File: src/hdl/usb_state_consts.vh
`ifndef USB_STATE_CONSTS_VH
`define USB_STATE_CONSTS_VH
// register byte offsets
`define OFS_GLOBAL_STATE 8'h04
`define OFS_FUNC_ADDR 8'h08
`define OFS_IRQ_ENABLE 8'h10
`define OFS_IRQ_DISABLE 8'h14
`define OFS_IRQ_MASK 8'h18
`define OFS_IRQ_STATUS 8'h1C
`define OFS_IRQ_CLEAR 8'h20
`define OFS_RESET_EP 8'h28
`define OFS_EP_CTRL0 8'h30
`define OFS_EP_CTRL7 8'h4C
`define OFS_TRANSCEIVER 8'h74
`define OFS_BUS_EVENT 8'h78
// global_state_reg fields
`define GS_ADDRESSED 0
`define GS_CONFIGURED 1
`define GS_SEND_RESUME 2
`define GS_RESUME_BUSY 3
`define GS_REMOTE_WAKE 4
// function_address_reg fields
`define FA_VALID 8
// irq bits
`define IRQ_EP_LAST 7
`define IRQ_SUSPEND 8
`define IRQ_RESUME 9
`define IRQ_WAKEUP 13
`define IRQ_BUS_RESET_END 12
// endpoint control fields
`define EP_ENABLE 15
`define EP_TYPE_LO 8
`define EP_TYPE_HI 10
`define EP_PKT_READY 4
// transceiver fields
`define TX_DISABLE 8
`define TX_PULLUP 9
// reset values
`define RST_GLOBAL_STATE 32'h0000_0010
`define RST_FUNC_ADDR 32'h0000_0100
`define RST_IRQ_MASK 32'h0000_1200
`define RST_TRANSCEIVER 32'h0000_0100
`define RST_EP_CTRL 32'h0000_0000
// timing
`define CLK_MHZ 125
`define SUSPEND_IDLE_US 3000
`define RESUME_K_US 2000
`endif

File: src/hdl/usb_ep_ctrl.v
`timescale 1ns/1ps
`include "usb_state_consts.vh"
module usb_ep_ctrl (
    input wire clk_sys,
    input wire rst,
    input wire bus_reset_end,
    input wire ep_reset,
    input wire wr,
    input wire [31:0] wdata,
    output reg [31:0] ctrl
);
    // keeps enable, type and packet ready; bus reset end restores reset contents
    always @(posedge clk_sys) begin
        if (rst || bus_reset_end) begin
            ctrl <= `RST_EP_CTRL;
        end else if (wr) begin
            ctrl <= {16'h0000, wdata[`EP_ENABLE], 4'h0,
                     wdata[`EP_TYPE_HI:`EP_TYPE_LO], 3'h0, wdata[`EP_PKT_READY], 4'h0};
        end else if (ep_reset) begin
            // packet ready dropped; the rest of the register is kept
            ctrl[`EP_PKT_READY] <= 1'b0;
        end
    end
endmodule // usb_ep_ctrl

File: src/hdl/usb_device_state_control.v
// Behaviour
// - State follows bus conditions or endpoint 0 standard requests.
// - Setting pullup_on connects the pull-up; device becomes powered.
// - Bus reset end sets an unmaskable flag, interrupts, enters default state.
// - Bus reset end restores irq mask and endpoint control registers.
// - Address state: addressed bit, address, valid bit; device answers there.
// - Idle bus sets suspend flag, masked interrupt; cleared only by irq clear.
// - While suspended, resume activity is detected through a two-flop synchronizer on clk_sys.
// - Bus resume sets the wake-up flag; interrupt if its mask bit is set.
// - Resume K state lasts between 1 and 15 ms.
// - Rising send_resume_bit, written 0 then 1, starts the K state.
// - Device generates and releases the K state without firmware help.
// - Send resume starts only from 0 and with remote_wake_enable set.
// - Writing 0 to addressed bit does nothing; only bus reset or clearing the pull-up bit leaves address state.
`timescale 1ns/1ps
`include "usb_state_consts.vh"
module usb_device_state_control #(
    parameter SUSPEND_CYCLES = `SUSPEND_IDLE_US * `CLK_MHZ,
    parameter RESUME_K_CYCLES = `RESUME_K_US * `CLK_MHZ
) (
    input wire clk_sys,
    input wire rst,
    input wire wb_cyc_i,
    input wire wb_stb_i,
    input wire wb_we_i,
    input wire [7:0] wb_adr_i,
    input wire [3:0] wb_sel_i,
    input wire [31:0] wb_dat_i,
    output reg [31:0] wb_dat_o,
    output reg wb_ack_o,
    input wire bus_activity,
    input wire bus_reset_end,
    input wire resume_detect,
    output reg drive_k_state,
    output reg pullup_connected,
    output reg transceiver_off,
    output reg irq,
    output reg [6:0] device_address,
    output reg address_valid,
    output reg [1:0] device_state,
    output reg [7:0] endpoint_enables
);
    localparam ST_POWERED = 2'b00;
    localparam ST_DEFAULT = 2'b01;
    localparam ST_ADDRESS = 2'b10;
    localparam ST_CONFIGURED = 2'b11;
    // counters are 23 bits wide; cut the timing parameters on purpose
    localparam [22:0] IDLE_LAST = SUSPEND_CYCLES - 1;
    localparam [22:0] K_LOAD = RESUME_K_CYCLES;

    reg [31:0] global_state;
    reg [31:0] func_addr;
    reg [31:0] irq_mask;
    reg [31:0] irq_status;
    reg [31:0] transceiver;
    reg [22:0] idle_count;
    reg [22:0] k_count;
    reg suspended;
    reg resume_meta;
    reg resume_sync;
    reg resume_seen;
    reg [1:0] next_state;
    reg [31:0] rd_mux;
    wire [31:0] ep_ctrl [0:7];
    wire req = wb_cyc_i && wb_stb_i && !wb_ack_o;
    wire wr = req && wb_we_i && (wb_sel_i == 4'hF);
    wire wr_gs = wr && wb_adr_i == `OFS_GLOBAL_STATE;
    wire wr_clear = wr && wb_adr_i == `OFS_IRQ_CLEAR;
    wire wr_reset_ep = wr && wb_adr_i == `OFS_RESET_EP;
    wire [7:0] ep_ofs = wb_adr_i - `OFS_EP_CTRL0;
    wire ep_hit = wb_adr_i >= `OFS_EP_CTRL0 && wb_adr_i <= `OFS_EP_CTRL7 &&
                  ep_ofs[1:0] == 2'b00;
    wire idle_done = idle_count == IDLE_LAST;
    wire resume_rise = resume_sync && !resume_seen;
    wire start_resume = wr_gs && wb_dat_i[`GS_SEND_RESUME] &&
                        !global_state[`GS_SEND_RESUME] &&
                        global_state[`GS_REMOTE_WAKE];

    ////////////////////////////////////////////////////////////////
    genvar i;
    generate
        for (i = 0; i < 8; i = i + 1) begin : g_ep
            localparam [2:0] EP_IDX = i;
            usb_ep_ctrl u_ep (
                .clk_sys(clk_sys),
                .rst(rst),
                .bus_reset_end(bus_reset_end),
                .ep_reset(wr_reset_ep && wb_dat_i[i]),
                .wr(wr && ep_hit && ep_ofs[4:2] == EP_IDX),
                .wdata(wb_dat_i),
                .ctrl(ep_ctrl[i])
            );
        end
    endgenerate

    ////////////////////////////////////////////////////////////////
    // wishbone slave: ack one cycle after request, then drop
    always @* begin
        case (wb_adr_i)
            `OFS_GLOBAL_STATE: rd_mux = global_state;
            `OFS_FUNC_ADDR: rd_mux = func_addr;
            `OFS_IRQ_MASK: rd_mux = irq_mask;
            `OFS_IRQ_STATUS: rd_mux = irq_status;
            `OFS_TRANSCEIVER: rd_mux = transceiver;
            `OFS_BUS_EVENT: rd_mux = {31'h0, suspended};
            default: begin
                if (ep_hit)
                    rd_mux = ep_ctrl[ep_ofs[4:2]];
                else
                    rd_mux = 32'h0000_0000;
            end
        endcase
    end

    always @(posedge clk_sys) begin
        if (rst) begin
            wb_ack_o <= 1'b0;
            wb_dat_o <= 32'h0000_0000;
        end else begin
            wb_ack_o <= req;
            wb_dat_o <= rd_mux;
        end
    end

    ////////////////////////////////////////////////////////////////
    // state derived from bus reset and firmware writes
    always @* begin
        next_state = device_state;
        if (!transceiver[`TX_PULLUP])
            next_state = ST_POWERED;
        else if (bus_reset_end)
            next_state = ST_DEFAULT;
        else if (global_state[`GS_CONFIGURED])
            next_state = ST_CONFIGURED;
        else if (global_state[`GS_ADDRESSED])
            next_state = ST_ADDRESS;
        else if (device_state != ST_POWERED)
            next_state = ST_DEFAULT;
    end

    always @(posedge clk_sys) begin
        if (rst) begin
            global_state <= `RST_GLOBAL_STATE;
            func_addr <= `RST_FUNC_ADDR;
            transceiver <= `RST_TRANSCEIVER;
            device_state <= ST_POWERED;
            k_count <= 23'h000000;
        end else begin
            device_state <= next_state;
            if (bus_reset_end) begin
                global_state[`GS_ADDRESSED] <= 1'b0;
                global_state[`GS_CONFIGURED] <= 1'b0;
                func_addr <= `RST_FUNC_ADDR;
            end else if (wr_gs) begin
                // a zero write cannot leave address state
                if (wb_dat_i[`GS_ADDRESSED])
                    global_state[`GS_ADDRESSED] <= 1'b1;
                global_state[`GS_CONFIGURED] <= wb_dat_i[`GS_CONFIGURED];
                global_state[`GS_SEND_RESUME] <= wb_dat_i[`GS_SEND_RESUME];
                global_state[`GS_REMOTE_WAKE] <= wb_dat_i[`GS_REMOTE_WAKE];
            end
            if (wr && wb_adr_i == `OFS_FUNC_ADDR && !bus_reset_end)
                func_addr <= {23'h0, wb_dat_i[`FA_VALID], 1'b0, wb_dat_i[6:0]};
            if (wr && wb_adr_i == `OFS_TRANSCEIVER)
                transceiver <= {22'h0, wb_dat_i[`TX_PULLUP], wb_dat_i[`TX_DISABLE], 8'h00};
            // k state timer runs on its own once started
            if (start_resume) begin
                k_count <= K_LOAD;
                global_state[`GS_RESUME_BUSY] <= 1'b1;
            end else if (k_count != 23'h000000) begin
                k_count <= k_count - 23'h000001;
                if (k_count == 23'h000001)
                    global_state[`GS_RESUME_BUSY] <= 1'b0;
            end
        end
    end

    ////////////////////////////////////////////////////////////////
    // resume line may change with clocks slowed; sync before use
    always @(posedge clk_sys) begin
        if (rst) begin
            resume_meta <= 1'b0;
            resume_sync <= 1'b0;
            resume_seen <= 1'b0;
        end else begin
            resume_meta <= resume_detect;
            resume_sync <= resume_meta;
            resume_seen <= resume_sync;
        end
    end

    always @(posedge clk_sys) begin
        if (rst || bus_activity || bus_reset_end) begin
            idle_count <= 23'h000000;
            suspended <= 1'b0;
        end else if (!transceiver[`TX_PULLUP]) begin
            idle_count <= 23'h000000;
        end else if (!suspended) begin
            if (idle_done)
                suspended <= 1'b1;
            else
                idle_count <= idle_count + 23'h000001;
        end else if (resume_rise) begin
            suspended <= 1'b0;
            idle_count <= 23'h000000;
        end
    end

    ////////////////////////////////////////////////////////////////
    // interrupt status: set wins over clear
    always @(posedge clk_sys) begin
        if (rst) begin
            irq_status <= 32'h0000_0000;
            irq_mask <= `RST_IRQ_MASK;
        end else begin
            if (wr_clear)
                irq_status <= irq_status & ~wb_dat_i;
            if (!suspended && idle_done && !bus_activity && transceiver[`TX_PULLUP])
                irq_status[`IRQ_SUSPEND] <= 1'b1;
            if (suspended && resume_rise)
                irq_status[`IRQ_WAKEUP] <= 1'b1;
            if (bus_reset_end)
                irq_status[`IRQ_BUS_RESET_END] <= 1'b1;
            if (bus_reset_end)
                irq_mask <= `RST_IRQ_MASK;
            else if (wr && wb_adr_i == `OFS_IRQ_ENABLE)
                irq_mask <= irq_mask | wb_dat_i;
            else if (wr && wb_adr_i == `OFS_IRQ_DISABLE)
                irq_mask <= irq_mask & ~wb_dat_i;
        end
    end

    ////////////////////////////////////////////////////////////////
    // registered outputs
    always @(posedge clk_sys) begin
        if (rst) begin
            irq <= 1'b0;
            drive_k_state <= 1'b0;
            pullup_connected <= 1'b0;
            transceiver_off <= 1'b1;
            device_address <= 7'h00;
            address_valid <= 1'b0;
            endpoint_enables <= 8'h00;
        end else begin
            irq <= irq_status[`IRQ_BUS_RESET_END] ||
                   (|(irq_status[`IRQ_WAKEUP:0] & irq_mask[`IRQ_WAKEUP:0]));
            drive_k_state <= k_count != 23'h000000;
            pullup_connected <= transceiver[`TX_PULLUP];
            transceiver_off <= transceiver[`TX_DISABLE];
            device_address <= func_addr[6:0];
            address_valid <= func_addr[`FA_VALID];
            endpoint_enables <= {ep_ctrl[7][`EP_ENABLE], ep_ctrl[6][`EP_ENABLE],
                                 ep_ctrl[5][`EP_ENABLE], ep_ctrl[4][`EP_ENABLE],
                                 ep_ctrl[3][`EP_ENABLE], ep_ctrl[2][`EP_ENABLE],
                                 ep_ctrl[1][`EP_ENABLE], ep_ctrl[0][`EP_ENABLE]};
        end
    end
endmodule // usb_device_state_control

File: config.mk
export PLATFORM = sky130hd
export DESIGN_NAME = usb_device_state_control
export DESIGN_NICKNAME = d
export VERILOG_FILES = /design/src/hdl/usb_ep_ctrl.v /design/src/hdl/usb_device_state_control.v
export VERILOG_INCLUDE_DIRS = /design/src /design/src/hdl
export SDC_FILE = /design/constraint.sdc
export NUM_CORES = 1
export LEC_CHECK = 0
export ABC_CLOCK_PERIOD_IN_PS = 3100
export BUFFER_PORTS_ARGS = -buffer_cell sky130_fd_sc_hd__buf_2
export CAP_MARGIN = 20
export CORE_UTILIZATION = 40
export DETAILED_ROUTE_END_ITERATION = 10
export SLEW_MARGIN = 20
export SYNTH_ARGS = -nofsm -noshare
export SYNTH_HDL_FRONTEND = slang
export SYNTH_SLANG_ARGS = --single-unit
File: constraint.sdc
create_clock -name clk_sys -period 3.1 [get_ports clk_sys]
set_clock_uncertainty 0.15 [all_clocks]
set_input_delay 0.155 -clock clk_sys [delete_from_list [all_inputs] [get_ports clk_sys]]
set_output_delay 0.155 -clock clk_sys [all_outputs]
set_load 0.02 [all_outputs]
== Yosys cells after proc, flatten, opt, wreduce, memory -nomap -nowiden ==
Index checks and enable logic that the tools add are counted.
Cells by class
  $add $sub $neg: 3
  $lt $le $gt $ge: 3
  eq/ne operators: 22
  mux-type cells: 44
  bitwise operators: 8
  reductions and logical operators: 80
Operators with widths (count)
  $pmux W32 S6: 1
  $mux W32: 5
  $bmux W32 S3: 1
  $mux W23: 3
  $and A32 B32 Y32: 2
  $logic_and A1 B1 Y1: 39
  $mux W18: 2
  $eq A8 B5 Y1 const B: 4
  $not A32 Y32: 1
  $or A32 B32 Y32: 1
  $reduce_bool A2 Y1: 16
  $mux W1: 26
  $add A23 B1 Y23 const B: 1
  $eq A23 B1 Y1 const B: 1
  $eq A23 B19 Y1 const B: 1
  $reduce_bool A23 Y1: 1
  $sub A23 B1 Y23 const B: 1
  $mux W9: 2
  $eq A8 B6 Y1 const B: 2
  $eq A8 B7 Y1 const B: 2
  $and A14 B14 Y14: 1
  $mux W14: 1
  $reduce_or A14 Y1: 1
  $eq A3 B3 Y1 const B: 4
  other kinds (23): 41
Word-level totals
  register bits: 224
  bits of input ports: 52
  output and inout bits: 55

== Logic depth before layout (Yosys ltp) ==
  word-level depth: 10
  gate-level depth with buffers: 8
  depth with buffers taken out: 7

== Modules after synthesis ==
Synthesis repeated with hierarchy kept, for this count alone.
Unflattened totals
  cells, all modules: 1305
  area total of the unflattened synthesis: 12544.5 µm²
By module, submodules not included
  usb_device_state_control: times used 1, cells an instance 945, area each 9321.4 µm²
  usb_ep_ctrl: times used 8, cells an instance 45, area each 402.9 µm²

== Worst setup path after synthesis ==
OpenSTA, ideal clock, no wires.
  path type: reg-to-reg
  start: register idle_count[22]
  end: register idle_count[0]
  setup time: 0.066 ns
  arrival: 1.859 ns
  slack: 1.025 ns
  stages on the path, launching flop included: 6
  buffers on the path: 0
  cells stage by stage: dfxtp_1 -> or4_1 -> nor4_2 -> a21o_1 -> mux2_2 -> nor2_1
Between the ends
  word-level cells in the longest chain between the ends: 3
Ends and longest elaborated chain
  start, declared: RTL line usb_device_state_control.v:56  | reg [22:0] idle_count;
  start signal, assigned: RTL line usb_device_state_control.v:202  | idle_count <= idle_count + 23'h000001;
  $eq A23 B19 Y1: RTL line usb_device_state_control.v:73  | wire idle_done = idle_count == IDLE_LAST;
  $ne A2 B2 Y1 (no line)
  $reduce_and A2 Y1 (no line)
No other way between the ends.
A chain may end at the register's enable or synchronous reset.

== Final worst setup path ==
  start: input wb_adr_i[7]
  end: register k_count[3]
Between the ends
  word-level cells in the longest chain between the ends: 6
Ends and longest elaborated chain
  start, declared: RTL line usb_device_state_control.v:26  | input wire [7:0] wb_adr_i,
  $eq A8 B3 Y1
  $logic_and A1 B1 Y1 (no line)
  $logic_and A1 B1 Y1 (3 in a row): RTL line usb_device_state_control.v:75  | wire start_resume = wr_gs && wb_dat_i[`GS_SEND_RESUME] &&
  $reduce_or A2 Y1 (no line)
  end signal, assigned: RTL line usb_device_state_control.v:171  | k_count <= k_count - 23'h000001;
  end, declared: RTL line usb_device_state_control.v:57  | reg [22:0] k_count;
No other way between the ends.

==> impl_metrics.py <==
metrics = {
    "timing": {
        "finalMaxSlewViolations": 0,
        "tightest_slew_ns": 0.823,
        "setup_viol": 0,
        "finalCritPeriodShare_pct": 77.5,
        "hold_viol_final": 0,
        "min_period_ns": 2.40,
        "finalSetupTns_ns": 0,
        "fmax_ghz": 0.416,
        "worst_slack_ns": 0.698,
        "slew_headroom_pct": 45.1,
        "rsz0062_at_grt": "false",
    },
    "routing": {
        "via_per_inst": 5.42,
        "wl_per_cell_um": 17.5,
        "wl_um": 24000,
        "drc": 5,
        "drt_iter0_markers": 447,
        "ant_nets": 0,
        "num_vias": 7435,
        "firstDrtPassIters": 8,
    },
    "floorplan": {
        "io_pins": 107,
        "die_x_um": 152,
        "start_util_pct": 41.1,
        "core_area_sq_um": 22000,
        "die_h_um": 152,
        "core.rowCount": 54,
        "dieArea_sq_um": 23200,
    },
    "synthesis": {
        "synth.area.top_cells": "dfxtp_1 50%, mux2i_1 5.6%, a21oi_1 4.9%, nor2_1 4.7%, a311oi_1 3.0%",
        "yosysUniqueCellTypes": 62,
        "synth.top_cells.by_count": "224 x dfxtp_1, 114 x nor2_1, 88 x a21oi_1, 51 x mux2i_1, 47 x clkbuf_1",
        "synth_top_cell_area_share_pct": 49.6,
        "synth_fp_nets": 997,
        "yosysTopAreaCell": "dfxtp_1",
        "synthCells": 942,
        "synth_edf_count": 0,
        "synth-seq-area-share_pct": 49.6,
        "synth_most_common_cell": "dfxtp_1",
        "async_reset_ff_share_pct": 0,
        "ys_seq_elements": 224,
        "avgSynthCellArea_sq_um": 9.60,
        "ys.flop_type": "dfxtp_1",
        "yosysWarnings": 0,
        "netlist_area_sq_um": 9040,
    },
    "critical_path": {
        "r2r-start": "idle_count[19]",
        "endpoint_kind": "flop",
        "cp_max_fo": 16,
        "r2r_slack_ns": 0.82,
        "arrival_ns": 2.62,
        "path_class": "in2reg",
        "critical_path_required_ns": 3.32,
        "startpoint": "wb_adr_i[7]",
        "r2r.worst_path.cells": 5,
        "worst_setup_path_start_kind": "primary input",
    },
    "cts": {
        "cts_num_sinks": 224,
        "cts_buffer_depth": 3,
        "cts_made_buffers": 25,
        "post_cts_buffers": 0,
        "ctsResizeCount": 0,
        "path_clk_slew_ns": 0.06,
        "clk_latency_ns": 0.51,
        "ctsHtreeMaxLevel": 1,
        "cts_root_buf": "clkbuf_16",
        "cts_tree": "yes",
    },
    "min_path": {
        "hold_depth": 5,
        "hp-start": "wb_adr_i[5]",
        "hp-class": "in2reg",
    },
    "global_routing": {
        "track_usage_pct": 20.6,
        "antenna_found_initial": 0,
        "grt_start_max_net_pins": 68,
        "overflow": 0,
        "grt_pass1_vias": 7144,
        "grt_pass1_wl_um": 38700,
    },
    "place": {
        "place_congestion": 0.847,
        "hpwl_um": 15900,
        "portBuffers": 106,
        "placed_cells_incl_taps": 1285,
        "dp_slack_ns": 0.630,
    },
    "cells_and_area": {
        "final_cells": 1371,
        "nets": 1130,
        "antenna_cells": 0,
        "drive_above_1_share_pct": 18.1,
        "area_growth_pct": 23.2,
    },
    "pwr": {
        "vdd_drop_max_v": 0.000354,
        "powerDensity_nw_per_um2": 646,
        "p_leak_uw": 0.00426,
    },
    "job": {
        "timing.max_cap.violations": 0,
    },
    "outcome": {
        "status": "finished with violations",
        "violations": "design-rule violations",
    },
}
## worst paths after layout
kind / endpoint
worst max-delay path: k_count[3]
worst min-delay path: g_ep[1].u_ep.ctrl[4]
worst max register to register: idle_count[0]
worst min register to register: resume_sync
## layout by cell type (no fill, tap or decap), types with 18 or more instances in the layout
cell and n:
nor2b_1 29, nand3_1 27, dfxtp_1 224, clkbuf_16 25
nand2_1 33, dlygate4sd3_1 43, nand2b_1 36, a311oi_1 31
xor2_1 18, buf_2 106, a22oi_1 32, mux2i_1 51
nor2_1 113, a21oi_1 88
## per-stage QoR
stage / hold slack [ns] / total power [uW] / area [sq um] / utilization, %
global placement: 0.210 / 4250 / 9870 / 44.8
global route: 0.0676 / 7530 / 11100 / 50.6
finish: 0.0324 / 7190 / 11100 / 50.6
floorplan: 0.0810 / 3960 / 9040 / -
detailed placement: 0.209 / 4250 / 9880 / 44.9
CTS: 0.00998 / 7250 / 11100 / 50.6
## report_power, final
group          internal (uW)  total [uW]  switching, uW
clock                   1820        2950           1120
combinational            451        1160            712
sequential              2990        3080           95.9
## metal layers
metal  up-vias  global-route usage (%)  share of wire (%)
met2       164                    33.9                 47
li1       3683                       -                  -
met1      3552                    28.0                 46
met4         0                    6.12                2.2
met5         -                       0                  0
met3        36                    2.99                4.9
## cell type report
type,instances,area (sq um)
Clock buffer,37,751
Clock inverter,6,80.1
Fill cell,2053,10900
Inverter,17,63.8
Multi-Input combinational cell,638,4260
Sequential cell,224,4480
Tap cell,280,350
Timing Repair Buffer,169,1150
## cell families (layout without fill, tap and decap cells)
kind of cell             Yosys count  count (layout)  share of synthesized area [%]
AND/OR/NAND/NOR                  320             320                           18.5
flip-flops                       224             224                           49.6
AO/OA/AOI/OAI                    222             222                           16.6
buffers and inverters             80             229                           3.60
multiplexers                      62              62                           8.26
XOR/XNOR                          31              31                           3.00
adder cells (fa/ha/maj)            3               3                          0.415
## critical path: stages
cell	delay, ns
dlygate4sd3_1	0.53
buf_2	0.13
or3_1	0.50
nor3_2	0.17
buf_4	0.19
nand2_1	0.27
nand2b_1	0.56
nor2_1	0.11
## what timing repair did
| action | CTS | global route |
|---|---|---|
| endpoints found under the setup margin | 0 | 0 |
| hold buffers | 43 | 0 |
| endpoints found under the hold margin | 128 | 0 |
Note: power is estimated with default switching activity, not from simulation.
